File: src/hdl/tpw_params.svh
// register map, bit positions and constants of the timer block
// assumes an 8-bit classic wishbone slave indexed by word
`ifndef TPW_PARAMS_SVH
`define TPW_PARAMS_SVH
// register indices on the wishbone address
`define TPW_R_T0CNT 5'h00
`define TPW_R_T0MODE 5'h01
`define TPW_R_PWRCTL 5'h02
`define TPW_R_IRQEN 5'h03
`define TPW_R_IRQFLG 5'h04
`define TPW_R_T1CTL1 5'h05
`define TPW_R_T1CTL2 5'h06
`define TPW_R_T1LOW 5'h07
`define TPW_R_THIGH 5'h08
`define TPW_R_DUTY1 5'h09
`define TPW_R_BZ1CTL 5'h0a
`define TPW_R_PS1CNT 5'h0b
`define TPW_R_T2CTL1 5'h0c
`define TPW_R_T2CTL2 5'h0d
`define TPW_R_T2LOW 5'h0e
`define TPW_R_DUTY2 5'h0f
`define TPW_R_PS2CNT 5'h10
// bit positions shared by the control registers
`define TPW_B_EN 0
`define TPW_B_RL 1
`define TPW_B_OS 2
`define TPW_B_PSN 3
`define TPW_B_EDGE 4
`define TPW_B_SRC 5
`define TPW_B_POL 6
`define TPW_B_TOP 7
// flag positions in the interrupt flag register
`define TPW_F_T0 0
`define TPW_F_T1 3
`define TPW_F_T2 5
`define TPW_IRQ_MASK 8'h29
// values
`define TPW_ZERO8 8'h00
`define TPW_MAX8 8'hff
`define TPW_ZERO10 10'h000
`define TPW_ONE10 10'h001
`define TPW_MAX10 10'h3ff
// instruction clock enable: one pulse every TPW_INSTR_DIV+1 ref clocks
`define TPW_INSTR_DIV 2'h1
`endif

File: src/hdl/tpw_pkg.sv
// types of the timer block
// assumes tpw_params.svh for all constants
package tpw_pkg;
  // complete register state of the block
  typedef struct packed {
    logic ack;
    logic [7:0] rdat;
    logic [1:0] idiv;
    logic [2:0] sa, sb, sl;
    logic [7:0] t0cnt, timer0_mode_reg, pcon, irq_enable_reg, irq_flag_reg, ps0;
    logic [7:0] timer1_control_1, timer1_control_2, thigh, d1low, buzzer1_control, bz1cnt, ps1;
    logic [9:0] t1rel, t1cnt, d1;
    logic t1stop;
    logic [7:0] t2cr1, t2cr2, d2low, ps2;
    logic [9:0] t2rel, t2cnt, d2;
    logic t2stop;
    logic pb3, pb3oe, pb2, pb2oe, irq;
  } tpw_state_t;
endpackage

File: src/hdl/tpw_top.sv
// timer0, timer1 with pwm1 and buzzer1, timer2 with pwm2
// assumes asynchronous clock pins and a classic 8-bit wishbone master
//
// Operation
// - timer0 counts up eight bits when enabled; writes load it, reads show it
// - timer0 clock: instruction clock, pin a, or low oscillator by two bits
// - timer0 edge bit picks falling (1) or rising (0) external edges
// - prescaler0 divides when assign bit is 0; writing 0 clears it
// - prescaler0 ratio field gives 1:2 to 1:256 in powers of two
// - timer0 overflow sets flag bit 0; only a written 0 clears it
// - timer1 reload double buffered; loads at underflow, or at once when disabled
// - timer1 enable, source pin a or instruction clock, edge select
// - prescaler1 active when enable_n is 0, ratio 1:2..1:256, count readable
// - timer1 one-shot stops at zero; else restarts from reload or 0x3ff
// - timer1 underflow sets flag bit 3 until a written 0
// - pwm1 drives pin b3 when enabled; polarity bit makes it active low
// - pwm1 duty counts active timer1 clocks; duty must not exceed reload
// - pwm1 duty high bits first; new duty applies at timer1 underflow
// - buzzer1 divides prescaler1 or timer1 output by 1:2..1:256 on pin b3
// - with pwm1 and buzzer1 both enabled, pwm1 owns the pin
// - timer2 reload double buffered like timer1, high bits 7:6
// - timer2 enable, source pin b, edge, prescaler2 as for timer1
// - timer2 one-shot or continuous with reload or 0x3ff restart
// - timer2 underflow sets flag bit 5 until a written 0
// - pwm2 works like pwm1 on timer2, pin b2, duty high bits 3:2
// - global enable gates every timer interrupt with its own enable
// - external clock b comes from port a pin 1
`timescale 1ns/100ps
`default_nettype none
`include "tpw_params.svh"

module tpw_top (
  input wire logic I_REF_CLK,
  input wire logic I_RST,
  input wire logic I_WB_CYC,
  input wire logic I_WB_STB,
  input wire logic I_WB_WE,
  input wire logic [4:0] I_WB_ADR,
  input wire logic [7:0] I_WB_DAT,
  input wire logic I_WB_SEL,
  output logic [7:0] O_WB_DAT,
  output logic O_WB_ACK,
  input wire logic I_EXT_CLOCK_PIN_A,
  input wire logic I_PORT_A_PIN_1,
  input wire logic I_LOW_OSC,
  output logic O_PORT_B_PIN_3,
  output logic O_PORT_B_PIN_3_OE,
  output logic O_PORT_B_PIN_2,
  output logic O_PORT_B_PIN_2_OE,
  output logic O_IRQ
);

  // prescaler tap: fires when the low sel+1 count bits are all ones
  function automatic logic ps_tap(input logic [7:0] cnt,
                                  input logic [2:0] sel);
    logic [7:0] mask;
    mask = `TPW_MAX8 >> (3'h7 - sel);
    return (cnt & mask) == mask;
  endfunction

  // edge seen between second and third sync stage
  function automatic logic edge_hit(input logic [1:0] sy,
                                    input logic fall);
    return fall ? (sy[1] & ~sy[0]) : (~sy[1] & sy[0]);
  endfunction

  // one down-count step: {underflow, next count}
  function automatic logic [10:0] dn_step(input logic [9:0] cnt,
                                          input logic [9:0] rel,
                                          input logic [7:0] cr1);
    logic uf;
    logic [9:0] nxt;
    uf = (cnt == `TPW_ZERO10);
    if (!uf) begin
      nxt = cnt - `TPW_ONE10;
    end else if (cr1[`TPW_B_OS]) begin
      nxt = cnt;
    end else if (cr1[`TPW_B_RL]) begin
      nxt = rel;
    end else begin
      nxt = `TPW_MAX10;
    end
    return {uf, nxt};
  endfunction

  tpw_pkg::tpw_state_t s;
  tpw_pkg::tpw_state_t next_s;
  logic instr_tick;
  logic req;
  logic wr;
  logic ext_a_edge;
  logic low_edge;
  logic t0_src;
  logic t0_go;
  logic t1_src;
  logic t1_ps;
  logic t1_go;
  logic t1_uf;
  logic t2_src;
  logic t2_ps;
  logic t2_go;
  logic t2_uf;
  logic [10:0] t1_step;
  logic [10:0] t2_step;
  logic pwm1_lvl;
  logic pwm2_lvl;
  logic bz1_src;
  logic bz1_lvl;

  // bus decode; writes land on the edge that the master samples ack
  assign req = I_WB_CYC & I_WB_STB;
  assign wr = req & s.ack & I_WB_WE & I_WB_SEL;
  assign instr_tick = (s.idiv == `TPW_INSTR_DIV);

  // timer0 clock choice and prescaler0
  assign ext_a_edge = edge_hit(s.sa[2:1], s.timer0_mode_reg[`TPW_B_EDGE]);
  assign low_edge = edge_hit(s.sl[2:1], s.timer0_mode_reg[`TPW_B_EDGE]);
  assign t0_src = s.pcon[`TPW_B_EN] & (!s.timer0_mode_reg[`TPW_B_SRC] ? instr_tick :
                  s.timer0_mode_reg[`TPW_B_TOP] ? low_edge : ext_a_edge);
  assign t0_go = t0_src & (s.timer0_mode_reg[`TPW_B_PSN] |
                           ps_tap(s.ps0, s.timer0_mode_reg[2:0]));

  // timer1 source, prescaler1 and step
  assign t1_src = s.timer1_control_1[`TPW_B_EN] & (s.timer1_control_2[`TPW_B_SRC] ?
                  edge_hit(s.sa[2:1], s.timer1_control_2[`TPW_B_EDGE]) : instr_tick);
  assign t1_ps = t1_src & ps_tap(s.ps1, s.timer1_control_2[2:0]);
  assign t1_go = ~s.t1stop & (s.timer1_control_2[`TPW_B_PSN] ? t1_src : t1_ps);
  assign t1_step = dn_step(s.t1cnt, s.t1rel, s.timer1_control_1);
  assign t1_uf = t1_go & t1_step[10];

  // timer2 on the port a pin 1 clock
  assign t2_src = s.t2cr1[`TPW_B_EN] & (s.t2cr2[`TPW_B_SRC] ?
                  edge_hit(s.sb[2:1], s.t2cr2[`TPW_B_EDGE]) : instr_tick);
  assign t2_ps = t2_src & ps_tap(s.ps2, s.t2cr2[2:0]);
  assign t2_go = ~s.t2stop & (s.t2cr2[`TPW_B_PSN] ? t2_src : t2_ps);
  assign t2_step = dn_step(s.t2cnt, s.t2rel, s.t2cr1);
  assign t2_uf = t2_go & t2_step[10];

  // pwm active while the count sits below the duty
  assign pwm1_lvl = (s.t1cnt < s.d1) ^ s.timer1_control_1[`TPW_B_POL];
  assign pwm2_lvl = (s.t2cnt < s.d2) ^ s.t2cr1[`TPW_B_POL];

  // buzzer1 halves a toggle counter tap
  assign bz1_src = s.buzzer1_control[3] ? t1_uf : t1_ps;
  assign bz1_lvl = s.bz1cnt[s.buzzer1_control[2:0]];

  // next state of the whole block
  always_comb begin
    logic [7:0] set_f;
    set_f = `TPW_ZERO8;
    next_s = s;
    // two flops before any edge logic
    next_s.sa = {s.sa[1:0], I_EXT_CLOCK_PIN_A};
    next_s.sb = {s.sb[1:0], I_PORT_A_PIN_1};
    next_s.sl = {s.sl[1:0], I_LOW_OSC};
    next_s.idiv = instr_tick ? 2'h0 : 2'(s.idiv + 1'b1);

    // timer0 with prescaler0
    if (t0_src & ~s.timer0_mode_reg[`TPW_B_PSN]) begin
      next_s.ps0 = 8'(s.ps0 + 1'b1);
    end
    if (t0_go) begin
      next_s.t0cnt = 8'(s.t0cnt + 1'b1);
      if (s.t0cnt == `TPW_MAX8) begin
        set_f[`TPW_F_T0] = 1'b1;
      end
    end

    // timer1 down count and reload
    if (t1_src & ~s.timer1_control_2[`TPW_B_PSN]) begin
      next_s.ps1 = 8'(s.ps1 + 1'b1);
    end
    if (t1_go) begin
      next_s.t1cnt = t1_step[9:0];
    end
    if (t1_uf) begin
      set_f[`TPW_F_T1] = 1'b1;
      next_s.d1 = {s.thigh[1:0], s.d1low};
      next_s.t1stop = s.timer1_control_1[`TPW_B_OS];
    end
    if (bz1_src) begin
      next_s.bz1cnt = 8'(s.bz1cnt + 1'b1);
    end

    // timer2 down count and reload
    if (t2_src & ~s.t2cr2[`TPW_B_PSN]) begin
      next_s.ps2 = 8'(s.ps2 + 1'b1);
    end
    if (t2_go) begin
      next_s.t2cnt = t2_step[9:0];
    end
    if (t2_uf) begin
      set_f[`TPW_F_T2] = 1'b1;
      next_s.d2 = {s.thigh[3:2], s.d2low};
      next_s.t2stop = s.t2cr1[`TPW_B_OS];
    end

    // register writes win over counting, not over flag sets
    if (wr) begin
      case (I_WB_ADR)
        `TPW_R_T0CNT: next_s.t0cnt = I_WB_DAT;
        `TPW_R_T0MODE: begin
          next_s.timer0_mode_reg = I_WB_DAT;
          if (!I_WB_DAT[`TPW_B_PSN]) begin
            next_s.ps0 = `TPW_ZERO8;
          end
        end
        `TPW_R_PWRCTL: next_s.pcon = I_WB_DAT;
        `TPW_R_IRQEN: next_s.irq_enable_reg = I_WB_DAT;
        `TPW_R_IRQFLG: next_s.irq_flag_reg = I_WB_DAT;
        `TPW_R_T1CTL1: begin
          next_s.timer1_control_1 = I_WB_DAT;
          next_s.t1stop = 1'b0;
        end
        `TPW_R_T1CTL2: next_s.timer1_control_2 = I_WB_DAT;
        `TPW_R_T1LOW: begin
          next_s.t1rel = {s.thigh[5:4], I_WB_DAT};
          next_s.t1stop = 1'b0;
          if (!s.timer1_control_1[`TPW_B_EN]) begin
            next_s.t1cnt = {s.thigh[5:4], I_WB_DAT};
          end
        end
        `TPW_R_THIGH: next_s.thigh = I_WB_DAT;
        `TPW_R_DUTY1: next_s.d1low = I_WB_DAT;
        `TPW_R_BZ1CTL: next_s.buzzer1_control = I_WB_DAT;
        `TPW_R_T2CTL1: begin
          next_s.t2cr1 = I_WB_DAT;
          next_s.t2stop = 1'b0;
        end
        `TPW_R_T2CTL2: next_s.t2cr2 = I_WB_DAT;
        `TPW_R_T2LOW: begin
          next_s.t2rel = {s.thigh[7:6], I_WB_DAT};
          next_s.t2stop = 1'b0;
          if (!s.t2cr1[`TPW_B_EN]) begin
            next_s.t2cnt = {s.thigh[7:6], I_WB_DAT};
          end
        end
        `TPW_R_DUTY2: next_s.d2low = I_WB_DAT;
        default: next_s.timer0_mode_reg = s.timer0_mode_reg;
      endcase
    end
    // a set in the clearing cycle is kept
    next_s.irq_flag_reg = next_s.irq_flag_reg | set_f;

    // one-cycle ack, read data captured with it
    next_s.ack = req & ~s.ack;
    if (req & ~s.ack) begin
      case (I_WB_ADR)
        `TPW_R_T0CNT: next_s.rdat = s.t0cnt;
        `TPW_R_T0MODE: next_s.rdat = s.timer0_mode_reg;
        `TPW_R_PWRCTL: next_s.rdat = s.pcon;
        `TPW_R_IRQEN: next_s.rdat = s.irq_enable_reg;
        `TPW_R_IRQFLG: next_s.rdat = s.irq_flag_reg;
        `TPW_R_T1CTL1: next_s.rdat = s.timer1_control_1;
        `TPW_R_T1CTL2: next_s.rdat = s.timer1_control_2;
        `TPW_R_T1LOW: next_s.rdat = s.t1cnt[7:0];
        `TPW_R_THIGH: next_s.rdat = {s.t2cnt[9:8], s.t1cnt[9:8],
                                     s.thigh[3:0]};
        `TPW_R_DUTY1: next_s.rdat = s.d1low;
        `TPW_R_BZ1CTL: next_s.rdat = s.buzzer1_control;
        `TPW_R_PS1CNT: next_s.rdat = s.ps1;
        `TPW_R_T2CTL1: next_s.rdat = s.t2cr1;
        `TPW_R_T2CTL2: next_s.rdat = s.t2cr2;
        `TPW_R_T2LOW: next_s.rdat = s.t2cnt[7:0];
        `TPW_R_DUTY2: next_s.rdat = s.d2low;
        `TPW_R_PS2CNT: next_s.rdat = s.ps2;
        default: next_s.rdat = `TPW_ZERO8;
      endcase
    end

    // pins: pwm1 outranks buzzer1 on b3
    next_s.pb3oe = s.timer1_control_1[`TPW_B_TOP] | s.buzzer1_control[`TPW_B_TOP];
    next_s.pb3 = s.timer1_control_1[`TPW_B_TOP] ? pwm1_lvl :
                 (s.buzzer1_control[`TPW_B_TOP] & bz1_lvl);
    next_s.pb2oe = s.t2cr1[`TPW_B_TOP];
    next_s.pb2 = s.t2cr1[`TPW_B_TOP] & pwm2_lvl;
    // global enable gates all three sources
    next_s.irq = s.pcon[`TPW_B_TOP] &
                 (|(s.irq_flag_reg & s.irq_enable_reg & `TPW_IRQ_MASK));
  end

  // the single state register
  always_ff @(posedge I_REF_CLK or posedge I_RST) begin
    if (I_RST) begin
      s <= '0;
    end else begin
      s <= next_s;
    end
  end

  // all outputs straight from state flops
  assign O_WB_DAT = s.rdat;
  assign O_WB_ACK = s.ack;
  assign O_PORT_B_PIN_3 = s.pb3;
  assign O_PORT_B_PIN_3_OE = s.pb3oe;
  assign O_PORT_B_PIN_2 = s.pb2;
  assign O_PORT_B_PIN_2_OE = s.pb2oe;
  assign O_IRQ = s.irq;
endmodule // tpw_top
`default_nettype wire

File: config.mk
export PLATFORM = sky130hd
export DESIGN_NAME = tpw_top
export DESIGN_NICKNAME = d
export VERILOG_FILES = /design/src/hdl/tpw_pkg.sv /design/src/hdl/tpw_top.sv
export VERILOG_INCLUDE_DIRS = /design/src /design/src/hdl
export SDC_FILE = /design/constraint.sdc
export NUM_CORES = 1
export LEC_CHECK = 0
export BUFFER_PORTS_ARGS = -buffer_cell sky130_fd_sc_hd__buf_2
export CAP_MARGIN = 20
export CORE_ASPECT_RATIO = 0.7
export CORE_MARGIN = 2
export CORE_UTILIZATION = 35
export DETAILED_ROUTE_END_ITERATION = 10
export REMOVE_ABC_BUFFERS = 1
export SYNTH_ARGS = -nofsm -noshare
export SYNTH_HDL_FRONTEND = slang
export SYNTH_SLANG_ARGS = --single-unit
File: constraint.sdc
create_clock -name I_REF_CLK -period 11.2 [get_ports I_REF_CLK]
set_clock_uncertainty 0.05 [all_clocks]
set_input_delay 0.56 -clock I_REF_CLK [delete_from_list [all_inputs] [get_ports I_REF_CLK]]
set_output_delay 0.56 -clock I_REF_CLK [all_outputs]
set_load 0.05 [all_outputs]
== Yosys cells after proc, flatten, opt, wreduce, memory -nomap -nowiden ==
Cells that the tools add are included.

* Bits in registers: 223
* Latch bits: 0
* RAM bits: 0
* Memory bits (read-only): 0
* Input port bits: 22
* Output and inout bits: 14
* Logic and storage cells: 199
* Memories: 0

* Add/subtract/negate cells: 11
* $mul: 0
* Divide/modulo/power cells: 0
* Order comparisons: 3
* Eq/ne operators: 21
* Shifts and indexed selects: 3
* Mux-type cells: 58
* Bitwise gates (word level): 48
* Reductions and logical operators: 19

{| class="wikitable"
|+ Operator list
! cell !! count
|-
| $mux W10 || 14
|-
| $mux W8 || 17
|-
| $pmux W8 S17 || 1
|-
| $mux W88 || 1
|-
| $add A8 B1 Y8 const B || 5
|-
| $eq A5 B4 Y1 const B || 8
|-
| $and A1 B1 Y1 || 27
|-
| $reduce_and A2 Y1 || 13
|-
| $mux W25 || 1
|-
| $and A8 B8 Y8 || 3
|-
| $eq A8 B8 Y1 || 3
|-
| $shr A8 B3 Y8 const A || 3
|-
| $mux W1 || 22
|-
| $eq A5 B3 Y1 const B || 4
|-
| $logic_not A10 Y1 || 2
|-
| $lt A10 B10 Y1 || 2
|-
| $sub A10 B1 Y10 const B || 2
|-
| $not A1 Y1 || 12
|-
| $eq A5 B2 Y1 const B || 2
|-
| $sub A3 B3 Y3 const A || 3
|-
| $eq A8 B8 Y1 const B || 1
|-
| $or A8 B6 Y8 || 1
|-
| $and A6 B6 Y6 || 1
|-
| $eq A5 B1 Y1 const B || 1
|-
| other kinds (11) || 14
|}

== Depth between registers and ports, before layout ==
* Depth in word-level cells: 12
* Gate-level depth with buffers: 9
* Gate-level depth less buffers: 8

== Worst setup path after synthesis ==
No wires, ideal clock.

* Path kind: reg-to-reg
* Start point: reg s (netlist bit O_WB_ACK)
* End point: reg s[21] (netlist name)
* Library setup time: 0.126 ns
* Arrival: 2.040 ns
* Data required time: 11.024 ns
* Path slack: 8.984 ns
* Cell stages (with the launch flop): 8
* Buffers on the path: 1
* Period minus slack after synthesis: 2.216 ns
* Cells stage by stage: dfrtp_1 > nand3_1 > or4_4 > or2_1 > buf_2 > nand2_1 > a31oi_1 > a221o_1

{| class="wikitable"
|+ RTL lines
! element !! line !! source
|-
| start: declaration || tpw_top.sv:86 || <nowiki>tpw_pkg::tpw_state_t s;</nowiki>
|-
| start signal: assignment || tpw_top.sv:287 || <nowiki>s <= next_s;</nowiki>
|}

== Worst setup path in the final report ==
* Start point: reg s[16] (netlist name)
* End point: reg s[14] (netlist name)

* Cells in the longest elaborated chain, start to end: 2

{| class="wikitable"
|+ Ends and longest elaborated chain
! element !! line !! source
|-
| $logic_not A10 Y1 (no line) || -- ||
|-
| $and A1 B1 Y1 || tpw_top.sv:137 || <nowiki>assign t2_uf = t2_go & t2_step[10];</nowiki>
|}

Every way passes these cells.
A chain may end at the register's enable or synchronous reset.

==> impl_metrics.ini <==
[global_route]
grt-busiest-layer = met1
grtUsageMet3_pct = 6.61
grt_usage_pct = 21.3
overflow = 0
grt_max_degree = 94
antenna_found_initial = 2
use_met2_pct = 27.9
grt_pass1_vias = 8636
met1_usage_pct = 33.4
grt_first_pass_wirelength_um = 55900

[placed_design]
dpl.cell_count = 1472
dp_hpwl_um = 26000
routabilityCongestion = 0.967
numPortBuffers = 35

[power_and_ir_drop]
ir_worst_vdd_v = 0.0000842
power_density_nw_per_um2 = 143
p_leak_nw = 5.71

[clock_network]
cts_resized = 0
clkTransAtPathRegs_ns = 0.07
cts_tree = yes
post-cts-setup-buffer-count = 0
cts_buffers = 22
ctsHoldBuffers = 0
htreeDepth = 1
clk_latency_ns = 0.54
cts_max_path_buffers = 3
cts.sinks = 223
cts_root_buffer = clkbuf_16

[finish]
multi_input_area_um2 = 5670
drive_gt1_share_pct = 23.8
final_cell_mix = dfrtp_1 (223), mux2_2 (137), nand2_1 (64)
layout_commonest_cell = dfrtp_1
fin_cells = 1512
syn_to_final_growth_pct = 11.4
finalNetCount = 1116
regArea_um2 = 5580
utilization_pct = 39.9
insertedDiodeCount = 0
n_fill_cell = 3160

[synth]
postSynthAreaPerCell_um2 = 11.1
async_reset_ff_share_pct = 100
yosysUniqueCellTypes = 85
synth_warnings = 0
synthSimpleGateAreaFrac_pct = 14.9
syn_area_um2 = 11700
synthFlopType = dfrtp_1
yosys_register_bits = 223
ys_seq_area_share_pct = 47.9
postSynthCellCount = 1054
synthMuxAreaShare_pct = 14.7
synth_compound_area_share_pct = 13.7
synth_top_family_by_area = simple AND/OR/NAND/NOR gates
yosys.area_share.adder_pct = 2.68
synthXorXnorAreaFrac_pct = 2.78
synth_edf_count = 0

[floorplanning]
initial_core_util_pct = 35.8
rows = 55
coreArea_um2 = 32600
io_pins = 36
die_w_um = 222
die_h_um = 157
die_area_um2 = 34800

[worst_setup_path]
cp_data_required_time_ns = 11.56
crit_fanout = 12
crit_arrival_ns = 3.30
start_kind = flop
worst_path_max_delay_cell = dfrtp_1
critPathMaxStageDelay_ns = 0.55
worstPathCellList = inv_1, ha_1, nor3b_2, and3_1, nand3_2, mux2_2
critPathKind = reg2reg
cp-end-kind = flop

[sta]
finalHoldViolCount = 0
tns_ns = 0
relSlewSlack_pct = 25.2
fin_crit_ns = 2.94
setup_viol = 0
period_share_pct = 26.3
worst_slew_pin_slew_ns = 1.11
max_freq_mhz = 340
timing.final.max_slew_violations = 0
rsz0062_at_grt = no

[outcome]
status = finished clean

[drt]
drc = 0
viasPerCell = 5.89
postRouteAntennaNets = 0
routed_wl_um = 36900
vias = 8907
drt_iter0_drc = 1098
firstDrtPassIters = 6
post_drt_wl_per_cell_um = 24.4

[hold_path]
hold_path.class = in2async

[job]
timing.max_cap.violations = 0
-- state kept, by name (all words and copies together) (netlist names) --
name               flops
s                    202
O_WB_DAT               8
next_s                 7
O_IRQ                  1
O_PORT_B_PIN_2         1
O_PORT_B_PIN_2_OE      1
O_PORT_B_PIN_3         1
O_PORT_B_PIN_3_OE      1
O_WB_ACK               1
-- synth_stat cells (all sizes together) (3+ instances only) --
| library cell | instances | area [um^2] |
|---|---|---|
| nand3b | 5 | 37.5 |
| nor3b | 8 | 87.6 |
| mux2 | 138 | 1550 |
| o2111ai | 4 | 35.0 |
| a32oi | 7 | 61.3 |
| a21oi | 35 | 175 |
| and3 | 17 | 106 |
| o22ai | 3 | 18.8 |
| or4 | 5 | 41.3 |
| clkbuf | 21 | 80.1 |
| mux4 | 3 | 67.6 |
| nand3 | 40 | 220 |
| a22oi | 40 | 300 |
| o221ai | 5 | 43.8 |
| ha | 25 | 313 |
| nor4 | 10 | 68.8 |
| a222oi | 3 | 30.0 |
| nand2 | 68 | 265 |
| o311ai | 5 | 43.8 |
| or3 | 5 | 31.3 |
| a21boi | 4 | 30.0 |
| xnor2 | 32 | 280 |
| a211oi | 9 | 67.6 |
| inv | 38 | 143 |
| nor2b | 17 | 106 |
| or2 | 6 | 37.5 |
| dfrtp | 223 | 5580 |
| o31ai | 9 | 67.6 |
| mux2i | 9 | 90.1 |
| a2111oi | 6 | 109 |
| a41oi | 4 | 35.0 |
| o21ai | 36 | 184 |
| o211ai | 8 | 60.1 |
| nor3 | 21 | 131 |
| buf | 28 | 171 |
| nand2b | 16 | 103 |
| nand4 | 26 | 163 |
| and4 | 3 | 26.3 |
| a31oi | 11 | 83.8 |
| xor2 | 5 | 43.8 |
| nor2 | 63 | 267 |
| a22o | 6 | 52.6 |
-- layer usage --
| layer | up-vias | share of wire (%) |
|---|---|---|
| met5 | - | 0 |
| met1 | 4452 | 49 |
| li1 | 3962 | - |
| met4 | 0 | 1.9 |
| met2 | 440 | 38 |
| met3 | 53 | 11 |
-- path summary, 6_finish.rpt --
| check | slack [ns] | depth (start not counted) | endpoint | from |
|---|---|---|---|---|
| setup reg to reg | 8.26 | 6 | s[14] | s[16] |
| hold reg to reg | 0.31 | 0 | next_s[211] | next_s[210] |
| min in group I_REF_CLK | 0.08 | 1 | next_s[207] | I_PORT_A_PIN_1 |
| setup / recovery | 8.26 | 6 | s[14] | s[16] |
| max in group asynchronous | 9.60 | 3 | s[108] | I_RST |
| hold / removal | 0.05 | 2 | s[157] | I_RST |
-- kinds of logic (layout without fill, tap and decap cells) --
group / Yosys count / in the layout
fa+ha+maj: 25 / 25
buf+inv: 88 / 119
mux: 150 / 150
xor+xnor: 37 / 37
flops: 223 / 223
simple gates: 315 / 315
compound gates: 216 / 216
-- layout make-up --
type                       count  share of cell area (%)
clock buffer                  25                    4.56
clock inverter                15                    1.78
inverter                      39                    1.19
multi-input combinational    743                    43.7
sequential                   223                    43.0
tap                          427                    4.12
timing repair buffer          40                    1.64
-- worst max-delay path, delay by kind of cell, from the launching register on --
kind | cells | cell delay (ns)
and+or+nand+nor | 3 | 1.42
muxes | 1 | 0.42
buffers and inverters | 1 | 0.15
adders and majority gates | 1 | 0.23
DFF | 1 | 0.55
-- per-stage QoR --
stage / power, W / hold slack (ns) / setup slack [ns] / cell area (um^2)
after floorplan: 0.000954 / 0.281 / 4.48 / 11400
after global placement: 0.00102 / 0.289 / 8.09 / 12200
after detailed placement: 0.00102 / 0.291 / 8.04 / 12200
after CTS: 0.00186 / 0.0596 / 8.37 / 13000
after global routing: 0.00191 / 0.0656 / 8.20 / 13000
final: 0.00185 / 0.0526 / 8.26 / 13000
-- where the power goes --
group	leakage [nW]	internal, W	switching, W
clock	0.387	0.000501	0.000348
sequential	2.91	0.000825	0.0000330
combinational	2.41	0.0000442	0.000102
total	5.71	0.00137	0.000483
(Power assumes the default switching activity.)
